[src/design/sscr_pkg.sv]
// Package with the register map, field masks and timing constants of the supply status bank
package sscr_pkg;

   // Printed register numbers are word indices; the byte address is four times the index
   localparam logic [15:0] IDX_FAULT_STATUS_WORD = 16'h9cc1;
   localparam logic [15:0] IDX_WARNING_STATUS_WORD = 16'h9cc3;
   localparam logic [15:0] IDX_FACTORY_FAULT_WORD = 16'h9cc5;
   localparam logic [15:0] IDX_EXT_MODEL_IDENTIFIER = 16'h9cc9;
   localparam logic [15:0] IDX_EXT_MODEL_LENGTH = 16'h9cca;
   localparam logic [15:0] IDX_CONTROL_ORIGIN_SELECT = 16'h9ccb;
   localparam logic [15:0] IDX_SUPPLY_HEARTBEAT = 16'h9ccc;
   localparam logic [15:0] IDX_HOST_HEARTBEAT = 16'h9ccd;
   localparam logic [15:0] IDX_FAULT_CLEAR_COMMAND = 16'h9cce;
   localparam logic [15:0] IDX_OPERATION_COMMAND = 16'h9ccf;

   localparam int ADDR_W = 32;
   localparam int DATA_W = 32;
   localparam int IDX_LSB = 2;
   localparam int IDX_MSB = 17;

   // Implemented bits of the three status words; all others are reserved and read zero
   localparam logic [31:0] FAULT_VALID_MASK = 32'h1bfc0fff;
   localparam logic [31:0] WARNING_VALID_MASK = 32'h47ffb0ff;
   localparam logic [31:0] FACTORY_VALID_MASK = 32'h00fbffff;

   localparam int FAULT_BIT_COMM_ERROR = 21;
   localparam int FAULT_BIT_ANY_FACTORY = 25;

   localparam logic [15:0] EXT_MODEL_LENGTH_VALUE = 16'h0008;
   // Arbitrary neutral identifier, not a real model number
   localparam logic [15:0] EXT_MODEL_ID_DEFAULT = 16'h1234;

   localparam logic [15:0] FAULT_CLEAR_NONE = 16'h0000;
   localparam logic [15:0] FAULT_CLEAR_DO = 16'h0001;

   typedef enum logic [2:0] {
      SSCR_OP_NONE = 3'h0,
      SSCR_OP_CONNECT = 3'h1,
      SSCR_OP_DISCONNECT = 3'h2,
      SSCR_OP_STANDBY = 3'h3,
      SSCR_OP_RUN = 3'h4
   } sscr_op_e;
   localparam logic [15:0] OP_CMD_MAX = 16'h0004;

   // Time base
   localparam int unsigned CLK_HZ = 40000000;
   localparam int unsigned HEARTBEAT_PERIOD_S = 1;
   localparam int unsigned HOST_TIMEOUT_S = 3;
   localparam int unsigned CYCLES_PER_BEAT = CLK_HZ * HEARTBEAT_PERIOD_S;
   localparam int unsigned CYCLES_HOST_TIMEOUT = CLK_HZ * HOST_TIMEOUT_S;

endpackage : sscr_pkg

[src/design/sscr_regs.sv]
// APB register bank for supply fault, warning and factory status plus host control words
//
// Summary of operation
// - Fault bits 0-11: overcurrent and overvoltage flags
// - Fault bits 18-25: lock, temp, halt, config
// - Fault bit 27 retries, bit 28 timeout
// - Warning bits 0-7: high current and voltage
// - Warning 12-13 limiting, 15 lock lost
// - Warning 16-18 temperatures, 19-21 fan errors
// - Warning 22-26 tolerance, retry; 30 suppressor
// - Factory bits 0-5: switch overcurrent bottom/top
// - Factory 6-8 overcurrent, 9-11 imbalance
// - Factory 12-17: link voltage, precharge, bias
// - Factory 19-23 comms, log, config, calibration
// - Extension header: identifier, length of eight
// - Supply heartbeat counts seconds from zero
// - Stale host heartbeat raises a fault
// - Timeout armed only after first write
// - Operation command: connect, disconnect, standby, run
// - Command registers self clear; 1 clears faults
`timescale 1ns/1ps
`default_nettype none

module sscr_regs #(
   parameter int unsigned BEAT_CYCLES = sscr_pkg::CYCLES_PER_BEAT,
   parameter int unsigned HOST_TIMEOUT_CYCLES = sscr_pkg::CYCLES_HOST_TIMEOUT,
   parameter logic [15:0] MODEL_ID = sscr_pkg::EXT_MODEL_ID_DEFAULT
) (
   input wire logic pclk,
   input wire logic presetn,
   input wire logic psel,
   input wire logic penable,
   input wire logic pwrite,
   input wire logic [sscr_pkg::ADDR_W-1:0] paddr,
   input wire logic [sscr_pkg::DATA_W-1:0] pwdata,
   output logic [sscr_pkg::DATA_W-1:0] prdata,
   output logic pready,
   output logic pslverr,
   input wire logic [31:0] fault_flags,
   input wire logic [31:0] warning_flags,
   input wire logic [31:0] factory_flags,
   input wire logic local_operator_panel,
   output logic [2:0] op_command,
   output logic op_command_strobe,
   output logic fault_clear_strobe,
   output logic host_heartbeat_fault
);

   typedef struct packed {
      logic [2:0][31:0] fault_sync;
      logic [2:0][31:0] warn_sync;
      logic [2:0][31:0] fact_sync;
      logic [2:0] panel_sync;
      logic [31:0] fault_filt;
      logic [31:0] warn_filt;
      logic [31:0] fact_filt;
      logic panel_filt;
      logic [31:0] fault_word;
      logic [31:0] fact_word;
      logic [31:0] sec_cnt;
      logic [15:0] supply_beat;
      logic [15:0] host_beat;
      logic armed;
      logic [31:0] idle_cnt;
      logic hb_fault;
      logic [31:0] rdata;
      logic [2:0] op_cmd;
      logic op_stb;
      logic clr_stb;
   } sscr_state_s;

   sscr_state_s st;
   sscr_state_s next_st;

   logic [15:0] idx;
   logic aligned;
   logic hit_any;
   logic ro_hit;
   logic setup;
   logic wr_done;
   logic wr_bad;
   logic [15:0] wlo;
   logic [31:0] fault_view;
   logic [31:0] warn_view;
   logic [31:0] fact_view;

   assign idx = paddr[sscr_pkg::IDX_MSB:sscr_pkg::IDX_LSB];
   assign aligned = (paddr[sscr_pkg::IDX_LSB-1:0] == '0)
                    && (paddr[sscr_pkg::ADDR_W-1:sscr_pkg::IDX_MSB+1] == '0);
   assign wlo = pwdata[15:0];
   assign setup = psel && !penable;

   always_comb begin
      ro_hit = 1'b0;
      hit_any = 1'b1;
      unique case (idx)
         sscr_pkg::IDX_FAULT_STATUS_WORD,
         sscr_pkg::IDX_WARNING_STATUS_WORD,
         sscr_pkg::IDX_FACTORY_FAULT_WORD,
         sscr_pkg::IDX_EXT_MODEL_IDENTIFIER,
         sscr_pkg::IDX_EXT_MODEL_LENGTH,
         sscr_pkg::IDX_CONTROL_ORIGIN_SELECT,
         sscr_pkg::IDX_SUPPLY_HEARTBEAT: ro_hit = 1'b1;
         sscr_pkg::IDX_HOST_HEARTBEAT,
         sscr_pkg::IDX_FAULT_CLEAR_COMMAND,
         sscr_pkg::IDX_OPERATION_COMMAND: ro_hit = 1'b0;
         default: hit_any = 1'b0;
      endcase
      hit_any = hit_any && aligned;
   end

   // Writes with a value outside the legal range are refused and leave no effect
   always_comb begin
      wr_bad = 1'b0;
      if (!hit_any || ro_hit) begin
         wr_bad = 1'b1;
      end else if (idx == sscr_pkg::IDX_FAULT_CLEAR_COMMAND) begin
         wr_bad = (pwdata > {16'h0000, sscr_pkg::FAULT_CLEAR_DO});
      end else if (idx == sscr_pkg::IDX_OPERATION_COMMAND) begin
         wr_bad = (pwdata > {16'h0000, sscr_pkg::OP_CMD_MAX});
      end else begin
         wr_bad = (pwdata[31:16] != 16'h0000);
      end
   end

   assign pready = psel && penable;
   assign pslverr = pready && (pwrite ? wr_bad : !hit_any);
   assign wr_done = pready && pwrite && !wr_bad;

   // Reserved positions are masked off on every view, whatever the pins carry
   assign fault_view = st.fault_word & sscr_pkg::FAULT_VALID_MASK;
   assign warn_view = st.warn_filt & sscr_pkg::WARNING_VALID_MASK;
   assign fact_view = st.fact_word & sscr_pkg::FACTORY_VALID_MASK;

   always_comb begin
      logic [31:0] fault_set;
      logic clear_now;
      logic changed;
      fault_set = '0;
      clear_now = 1'b0;
      changed = 1'b0;
      next_st = st;

      // Three-stage input capture; a bit moves only when stages two and three agree
      next_st.fault_sync = {st.fault_sync[1:0], fault_flags};
      next_st.warn_sync = {st.warn_sync[1:0], warning_flags};
      next_st.fact_sync = {st.fact_sync[1:0], factory_flags};
      next_st.panel_sync = {st.panel_sync[1:0], local_operator_panel};
      for (int i = 0; i < 32; i++) begin
         if (st.fault_sync[1][i] == st.fault_sync[2][i]) begin
            next_st.fault_filt[i] = st.fault_sync[2][i];
         end
         if (st.warn_sync[1][i] == st.warn_sync[2][i]) begin
            next_st.warn_filt[i] = st.warn_sync[2][i];
         end
         if (st.fact_sync[1][i] == st.fact_sync[2][i]) begin
            next_st.fact_filt[i] = st.fact_sync[2][i];
         end
      end
      if (st.panel_sync[1] == st.panel_sync[2]) begin
         next_st.panel_filt = st.panel_sync[2];
      end

      next_st.op_stb = 1'b0;
      next_st.clr_stb = 1'b0;
      if (wr_done && idx == sscr_pkg::IDX_FAULT_CLEAR_COMMAND
          && wlo == sscr_pkg::FAULT_CLEAR_DO) begin
         clear_now = 1'b1;
         next_st.clr_stb = 1'b1;
      end
      if (wr_done && idx == sscr_pkg::IDX_OPERATION_COMMAND
          && wlo != 16'h0000) begin
         next_st.op_cmd = wlo[2:0];
         next_st.op_stb = 1'b1;
      end

      // Factory faults latch until a fault reset; a new event beats the clear
      next_st.fact_word = (clear_now ? 32'h0000_0000 : st.fact_word)
                          | (st.fact_filt & sscr_pkg::FACTORY_VALID_MASK);

      // Supply heartbeat: one step per second, wraps through zero at the top
      if (st.sec_cnt >= BEAT_CYCLES - 1) begin
         next_st.sec_cnt = '0;
         next_st.supply_beat = st.supply_beat + 16'h0001;
      end else begin
         next_st.sec_cnt = st.sec_cnt + 32'h0000_0001;
      end

      // Host heartbeat watchdog
      if (wr_done && idx == sscr_pkg::IDX_HOST_HEARTBEAT) begin
         next_st.host_beat = wlo;
         next_st.armed = 1'b1;
         changed = (wlo != st.host_beat) || !st.armed;
      end
      if (changed) begin
         next_st.idle_cnt = '0;
      end else if (st.armed && st.idle_cnt < HOST_TIMEOUT_CYCLES) begin
         next_st.idle_cnt = st.idle_cnt + 32'h0000_0001;
      end
      // The level persists until the host resumes and then clears faults
      if (st.armed && !changed && st.idle_cnt >= HOST_TIMEOUT_CYCLES - 1) begin
         next_st.hb_fault = 1'b1;
      end else if (clear_now && changed) begin
         next_st.hb_fault = 1'b0;
      end else if (clear_now && st.idle_cnt < HOST_TIMEOUT_CYCLES - 1) begin
         next_st.hb_fault = 1'b0;
      end

      // Summary bits follow the next factory word and watchdog level, so a fault reset
      // that also ends their cause does not latch them again from stale state
      fault_set = st.fault_filt & sscr_pkg::FAULT_VALID_MASK;
      fault_set[sscr_pkg::FAULT_BIT_ANY_FACTORY] =
         st.fault_filt[sscr_pkg::FAULT_BIT_ANY_FACTORY] || (|next_st.fact_word);
      fault_set[sscr_pkg::FAULT_BIT_COMM_ERROR] =
         st.fault_filt[sscr_pkg::FAULT_BIT_COMM_ERROR] || next_st.hb_fault;
      next_st.fault_word = (clear_now ? 32'h0000_0000 : st.fault_word) | fault_set;

      // Read data is captured in the setup cycle so that it leaves a flop
      if (setup && !pwrite) begin
         next_st.rdata = '0;
         if (aligned) begin
            unique case (idx)
               sscr_pkg::IDX_FAULT_STATUS_WORD: next_st.rdata = fault_view;
               sscr_pkg::IDX_WARNING_STATUS_WORD: next_st.rdata = warn_view;
               sscr_pkg::IDX_FACTORY_FAULT_WORD: next_st.rdata = fact_view;
               sscr_pkg::IDX_EXT_MODEL_IDENTIFIER: next_st.rdata = {16'h0000, MODEL_ID};
               sscr_pkg::IDX_EXT_MODEL_LENGTH:
                  next_st.rdata = {16'h0000, sscr_pkg::EXT_MODEL_LENGTH_VALUE};
               sscr_pkg::IDX_CONTROL_ORIGIN_SELECT: next_st.rdata = {31'h0, st.panel_filt};
               sscr_pkg::IDX_SUPPLY_HEARTBEAT: next_st.rdata = {16'h0000, st.supply_beat};
               sscr_pkg::IDX_HOST_HEARTBEAT: next_st.rdata = {16'h0000, st.host_beat};
               // Command registers self clear, so a read always returns zero
               sscr_pkg::IDX_FAULT_CLEAR_COMMAND: next_st.rdata = '0;
               sscr_pkg::IDX_OPERATION_COMMAND: next_st.rdata = '0;
               default: next_st.rdata = '0;
            endcase
         end
      end
   end

   always_ff @(posedge pclk or negedge presetn) begin
      if (!presetn) begin
         st <= '0;
      end else begin
         st <= next_st;
      end
   end

   assign prdata = st.rdata;
   assign op_command = st.op_cmd;
   assign op_command_strobe = st.op_stb;
   assign fault_clear_strobe = st.clr_stb;
   assign host_heartbeat_fault = st.hb_fault;

endmodule : sscr_regs

`default_nettype wire

[config.mk]
export PLATFORM = sky130hd
export DESIGN_NAME = sscr_regs
export DESIGN_NICKNAME = d
export VERILOG_FILES = /design/src/design/sscr_pkg.sv /design/src/design/sscr_regs.sv
export SDC_FILE = /design/constraint.sdc
export NUM_CORES = 1
export LEC_CHECK = 0
export BUFFER_PORTS_ARGS = -buffer_cell sky130_fd_sc_hd__buf_2
export CAP_MARGIN = 20
export CORE_MARGIN = 4
export CORE_UTILIZATION = 45
export CTS_CLUSTER_DIAMETER = 150
export DETAILED_ROUTE_END_ITERATION = 8
export GPL_TIMING_DRIVEN = 0
export PLACE_DENSITY = 0.67
export SETUP_SLACK_MARGIN = 0.2
export SLEW_MARGIN = 40
export SYNTH_ARGS = -nofsm -noshare
export SYNTH_HDL_FRONTEND = slang
export SYNTH_SLANG_ARGS = --single-unit
[constraint.sdc]
create_clock -name pclk -period 2.4 [get_ports pclk]
set_input_delay 0.72 -clock pclk [delete_from_list [all_inputs] [get_ports pclk]]
set_output_delay 0.72 -clock pclk [all_outputs]
set_load 0.05 [all_outputs]
==> metrics, run 1 <==
GPL Wtd Cong=0.8994; Die H=200.0 um; unrepaired setup endpoints after global routing=yes; Critical Path AT=2.10 ns; Yosys Warn Count=0; final worst slack=-0.4166 ns; routed vias/inst=5.293; row count=70; r2r worst-path depth=6; R2R Path End=st[88]$_DFFE_PN0N_; dpl cell area=0.01853 mm^2; Initial Util=45.44%; Final period util=117.4%; Boundary Pins=206; Final setup viols=1; Layout Nets=1651; Avg WL per Cell=18.69 um; hold crit path type=input port to async pin; vias in the first global route=10700; Post-synth top cells=463 x dfrtp_1, 69 x maj3_1, 69 x nor2_1, 64 x nand2_1, 57 x a21o_1; Final Max Slew Viols=0; clock root buffer=clkbuf_16; Mapped Area=0.01660 mm^2; FF-to-FF setup slack=0.09 ns; beginning of the critical path=pwdata[13]; vias=10490; Synth top area share=69.81%; Mapped Cells=1198; initial antenna violation count=2; gr ovfl total=0; CTS Sinks=463; area leader, netlist=dfrtp_1; outcome=complete, but fails checks; Worst-path clk slew=0.06 ns; largest cells by area after synthesis=dfrtp_1 70%, maj3_1 4.2%, a21o_1 2.6%; initial drt markers=757; total of max-cap violations=0; Unique masters post-synth=60; dpl ws=-0.8466 ns; design area=0.02129 mm^2; maximum clock path buffer count=3; Worst Path Max Fanout=2; Slew headroom=53.45%; number of H-tree levels=2; fmax=355.0 MHz; Crit Path Class=input port to output pin; Area Growth Syn to Fin=28.28%; register area share after synthesis=69.81%; Critical Path End=pslverr; Die ar.=0.04002 mm^2; largest net degree at the start of global routing=77; hold buffers post-CTS=0; GRT Total Usage=18.20%; CP Capture Type=output pin; worst slew pin tran=0.6982 ns; TritonCTS clock tree=yes; Pre-antenna DRT Iters=5; drt total wl=37050 um; first-pass GRT wire length=57720 um; final hold vios=0; Min Clock Period, post-route=2.817 ns; DRC Markers=0; asr flop ratio synth=100.0%; ANT nets after route=0; prevailing post-synth register cell=dfrtp_1; IR drop worst, VDD=0.5956 mV; Placeable Area=0.03652 mm^2; Post-synth EDFFs=0; Static Leak=9.335 nW; Synth Register Bits=463; Startpoint Class=input port; IO Port Bufs=174; Pwr per Cell Area=767.1 mW/mm^2; Final HPWL DP=25050 um; failing checks=negative setup slack; clock latency at the later pin of the worst-skew pair=0.55 ns; top-count cell post-synth=dfrtp_1; Power Total=0.01633 W; Die Wd=200.0 um; CP Data Required Time=1.68 ns; Worst R2R Start=st[132]$_DFF_PN0_; layout cell share with drive strength beyond 1=33.00%; Synth Area per Inst=13.85 um^2; clk_skew=0.01966 ns; CTS Buf Count=46
## sequential cells by signal, summed over array words and instances, names as in the netlist
signal and count:
host_heartbeat_fault 1, prdata 30, op_command 3, st 244, fact_view 23, next_st 138
fault_view 22, op_command_strobe 1, fault_clear_strobe 1
## layer usage
layer  global-route usage [%]  share of wire (%)  up-vias
met2                    28.67                 48      349
met5                        0                  0        -
li1                         -                  -     4793
met3                    3.407                6.1       60
met1                    26.13                 44     5288
met4                    5.585                2.2        0
## per-stage QoR
step	std cells	hold WS [ns]	util (%)	setup TNS [ns]
4_1_cts	1954	0.03378	56.58	-0.4115
5_1_grt	1982	0.04633	58.29	-0.4900
6_report	1982	0.04620	58.29	-0.4166
3_5_place_dp	1854	0.3347	50.74	-83.27
2_1_floorplan	1205	0.3312	-	-0.2546
3_3_place_gp	1847	0.3328	50.15	-3915.48
## area by class of cell
type                       instances  area [um^2]
antenna                            2        5.005
buffer                            69        584.3
clock buffer                      63         1306
clock inverter                    15        191.4
fill                            2852        15230
inverter                          15        56.30
multi-input combinational        659         5419
sequential                       463        11590
tap                              468        585.6
timing repair buffer             228         1553
## worst min-delay path by stage
stage / endpoint / cells past startpoint / from
4_1_cts: next_st[545]$_DFF_PN0_ / 1 / presetn
6_report: st[284]$_DFFE_PN0N_ / 1 / presetn
3_5_place_dp: next_st[369]$_DFF_PN0_ / 0 / next_st[337]$_DFF_PN0_
3_3_place_gp: next_st[573]$_DFF_PN0_ / 0 / next_st[541]$_DFF_PN0_
2_1_floorplan: next_st[298]$_DFF_PN0_ / 0 / next_st[297]$_DFF_PN0_
5_1_grt: next_st[545]$_DFF_PN0_ / 1 / presetn
## worst max-delay path, stage by stage
cell	delay (ns)
buf_8	0.10
nor4_4	0.28
nand4_1	0.24
o221ai_2	0.25
o21ai_2	0.08
o21ai_2	0.15
a31oi_4	0.10
buf_6	0.17
## cells in the final DEF, fill, tap and decap left out, types with 6 or more instances in the layout
cell type / instances
a21o_1: 57
a21oi_1: 16
a21oi_2: 6
a222oi_1: 15
a22oi_1: 16
and2_1: 12
and3_1: 14
and4_1: 6
buf_12: 9
buf_16: 7
buf_2: 173
buf_4: 70
buf_6: 15
clkbuf_1: 13
clkbuf_16: 47
clkbuf_2: 9
clkbuf_8: 12
clkinv_2: 6
conb_1: 8
dfrtp_1: 461
inv_1: 15
maj3_1: 69
mux2_2: 16
nand2_1: 61
nand3_1: 13
nand3_4: 8
nand4_1: 31
nor2_1: 40
nor2_4: 28
nor2b_1: 11
nor3_1: 12
nor3_4: 6
nor4_1: 20
nor4_4: 7
o21ai_0: 18
or4_4: 7
xnor2_1: 44
xor2_1: 26
## where the power goes
part,total [W],internal (W),switching (W)
combinational,0.000813,0.000370,0.000443
clock,0.00706,0.00422,0.00283
sequential,0.00846,0.00817,0.000284
total,0.0163,0.0128,0.00356
## cell families after synthesis
family,synth area share (%)
adders and majority gates,4.388
muxes,1.153
AOI/OAI and AO/OA,7.140
xor gates and xnor gates,3.958
other,0.02260
and+or+nand+nor,10.68
DFF,69.81
buffers and inverters,2.842
## repair_timing
| action | in CTS | in global routing |
|---|---|---|
| resized for setup | 108 | 92 |
| gates cloned | 4 | 1 |
| setup buffers | 18 | 25 |
| pin swaps | 45 | 57 |
| setup endpoints to repair | 150 | 87 |
No activity file was read; power rests on OpenSTA's default activity.
==> run 2, diff against run 1 <==
--- a/config.mk
+++ b/config.mk
@@ -12,7 +12,7 @@
 export CTS_CLUSTER_DIAMETER = 150
 export DETAILED_ROUTE_END_ITERATION = 8
 export GPL_TIMING_DRIVEN = 0
-export PLACE_DENSITY = 0.67
+export PLACE_DENSITY = 0.78
 export SETUP_SLACK_MARGIN = 0.2
 export SLEW_MARGIN = 40
 export SYNTH_ARGS = -nofsm -noshare
==> run 2 against run 1 <==
The run still ends with negative setup slack left. Clock power rose by 5.5%. Total power rose by 2.5%. Die area did not move. Register-to-register slack improved by 0.02 ns. Sequential share of layout area fell by 0.28 points. Design area rose by 0.52%. Worst setup slack got worse by 0.050 ns. Critical path depth did not move. Clock skew rose by 0.0063 ns. First-iteration DRC count rose by 9.5%. Combinational power rose by 1%. Sequential power barely moved. Critical path type unchanged.
==> metrics, run 2 (synthesis gave the netlist of run 1 again) <==
Worst Path Max Fanout=2 (unchanged); first-pass GRT wire length=59920 um (was 57720 um); IO Port Bufs=174 (unchanged); Pwr per Cell Area=782.4 mW/mm^2 (was 767.1 mW/mm^2); largest net degree at the start of global routing=79 (was 77); vias in the first global route=11090 (was 10700); Worst-path clk slew=0.06 ns (about the same); row count=70 (unchanged); routed vias/inst=5.394 (was 5.293); initial antenna violation count=4 (was 2); failing checks=negative setup slack (unchanged); total of max-cap violations=0 (unchanged); Final setup viols=8 (was 1); gr ovfl total=0 (unchanged); Avg WL per Cell=19.72 um (was 18.69 um); CP Data Required Time=1.68 ns (about the same); post-route setup TNS=-0.9284 ns (was -0.4166 ns); Placeable Area=0.03652 mm^2 (unchanged); Startpoint Class=input port (unchanged); Initial Util=45.44% (unchanged); worst slew pin tran=0.8198 ns (was 0.6982 ns); layout cell share with drive strength beyond 1=32.72% (was 33.00%); ANT nets after route=0 (unchanged); clock root buffer=clkbuf_16 (unchanged); Comb power frac=4.9% (was 5.0%); cell total after placement=1853 (was 1854); Critical Path AT=2.15 ns (was 2.10 ns); IR drop worst, VDD=0.7326 mV (was 0.5956 mV); Final period util=119.4% (was 117.4%); clock latency at the later pin of the worst-skew pair=0.57 ns (was 0.55 ns); GRT Total Usage=19.03% (was 18.20%); hold depth=1; vias=10770 (was 10490); Min Clock Period, post-route=2.866 ns (was 2.817 ns); fmax=348.9 MHz (was 355.0 MHz); Hold WS=0.2467 ns (was 0.04620 ns); Seq pwr share=50.6% (was 51.8%); number of H-tree levels=2 (unchanged); clk_skew=0.02593 ns (was 0.01966 ns); Die H=200.0 um (unchanged); Static Leak=9.417 nW (was 9.335 nW); Die ar.=0.04002 mm^2 (unchanged); Slew headroom=45.35% (was 53.45%); unrepaired setup endpoints after global routing=yes (unchanged); GPL Wtd Cong=0.8843 (was 0.8994); TritonCTS clock tree=yes (unchanged); commonest non-fill, non-tap cell in the layout=dfrtp_1 (unchanged); Final Max Slew Viols=0 (unchanged); FILL cells=2725 (was 2852); Crit Path Class=input port to output pin (unchanged); initial drt markers=829 (was 757); CTS Buf Count=46 (unchanged); Layout Nets=1655 (was 1651); CTS Sinks=463 (unchanged); maximum clock path buffer count=3 (unchanged); dpl ws=-0.8148 ns (was -0.8466 ns); hold crit path type=input port to flip-flop (was input port to async pin); Area Growth Syn to Fin=28.95% (was 28.28%); final worst slack=-0.4665 ns (was -0.4166 ns); drt total wl=39390 um (was 37050 um); CP Capture Type=output pin (unchanged); Die Wd=200.0 um (unchanged); Most flops, register=st (unchanged); Final HPWL DP=25530 um (was 25050 um); outcome=complete, but fails checks (unchanged); Boundary Pins=206 (unchanged); DRC Markers=0 (unchanged); final hold vios=0 (unchanged); Largest register FFs=244 (unchanged); Finished Layout Cells=1997 (was 1982); r2r worst-path depth=6 (unchanged); Pre-antenna DRT Iters=5 (unchanged); Psw=0.003795 W (was 0.003562 W); leading cell types in the layout, fill and taps excluded=461 x dfrtp_1, 173 x buf_2, 69 x maj3_1, 68 x buf_4, 61 x nand2_1 (was 461 x dfrtp_1, 173 x buf_2, 70 x buf_4, 69 x maj3_1, 61 x nand2_1); sw frac=22.67% (was 21.81%); share of total power in the clock network=44.5% (was 43.2%); Internal=0.01295 W (was 0.01277 W)
-- run 2: changes by cell type in the layout (fill, tap and decap cells not counted), sizes merged --
cell / delta
diode: +5
clkinv: +4
clkinvlp: +3
buf: +1
bufinv: +1
clkbuf: +1
dlygate4sd3: +1
nand2: -1
-- run 2: worst max-delay path: stages --
cell,delay (ns)
buf_8,0.10
nor4_4,0.28
nand4_1,0.21
o221ai_2,0.27
o21ai_2,0.10
o21ai_2,0.19
a31oi_4,0.10
buf_6,0.17
-- run 2: power groups by stage --
| stage | Clock (W) | Sequential [W] | Combinational, W |
|---|---|---|---|
| finish | 0.00745 | 0.00847 | 0.000822 |
| global route | 0.00795 | 0.00851 | 0.000917 |
| CTS | 0.00762 | 0.00846 | 0.000785 |
| detailed placement | 0 | 0.00859 | 0.000703 |
| global placement | 0 | 0.00858 | 0.000637 |
| floorplan | 0 | 0.00848 | 0.000320 |
-- run 2: routing by layer --
metal | wire [um] | GRT usage [%]
met1 | 15810 | 25.70
met2 | 19300 | 30.93
met3 | 2786 | 3.424
met4 | 1498 | 7.774
met5 | 0 | 0
-- run 2: area by class of cell --
cell class	instances	area [um^2]	share of cell area, %
antenna	7	17.52	0.08185
clock buffer	61	1299	6.069
sequential	463	11590	54.15
buffer	69	610.6	2.853
inverter	15	56.30	0.2631
tap	468	585.6	2.736
multi-input combinational	658	5266	24.61
clock inverter	23	314.1	1.467
timing repair buffer	233	1663	7.770
-- run 2: repair_timing --
item | in CTS | in global routing
pin swaps | 42 | 45
hold buffers | 1 | 0
endpoints found under the setup margin | 150 | 204
hold endpoints to repair | 29 | 0
resized for setup | 97 | 92
setup buffers | 21 | 19
cloned | 5 | 7
-- run 2: path summary, 6_finish.rpt --
path / startpoint / to / slack, ns
worst max register to register: st[127]$_DFF_PN0_ / st[88]$_DFFE_PN0N_ / 0.11
worst min-delay path: fault_flags[1] / next_st[524]$_DFF_PN0_ / 0.25
worst max-delay path: pwdata[13] / pslverr / -0.47
min in group asynchronous: presetn / next_st[542]$_DFF_PN0_ / 0.59
worst min register to register: next_st[443]$_DFF_PN0_ / next_st[475]$_DFF_PN0_ / 0.34
max in group asynchronous: presetn / prdata[17]$_DFFE_PN0P_ / 0.52
-- run 2: through the flow --
stage          area, um^2  power, W  util, %
2_1_floorplan       16860  0.008803        -
3_3_place_gp        18320  0.009218    50.15
3_5_place_dp        18510  0.009297    50.69
4_1_cts             20750   0.01686    56.82
5_1_grt             21390   0.01737    58.57
6_report            21400   0.01674    58.60
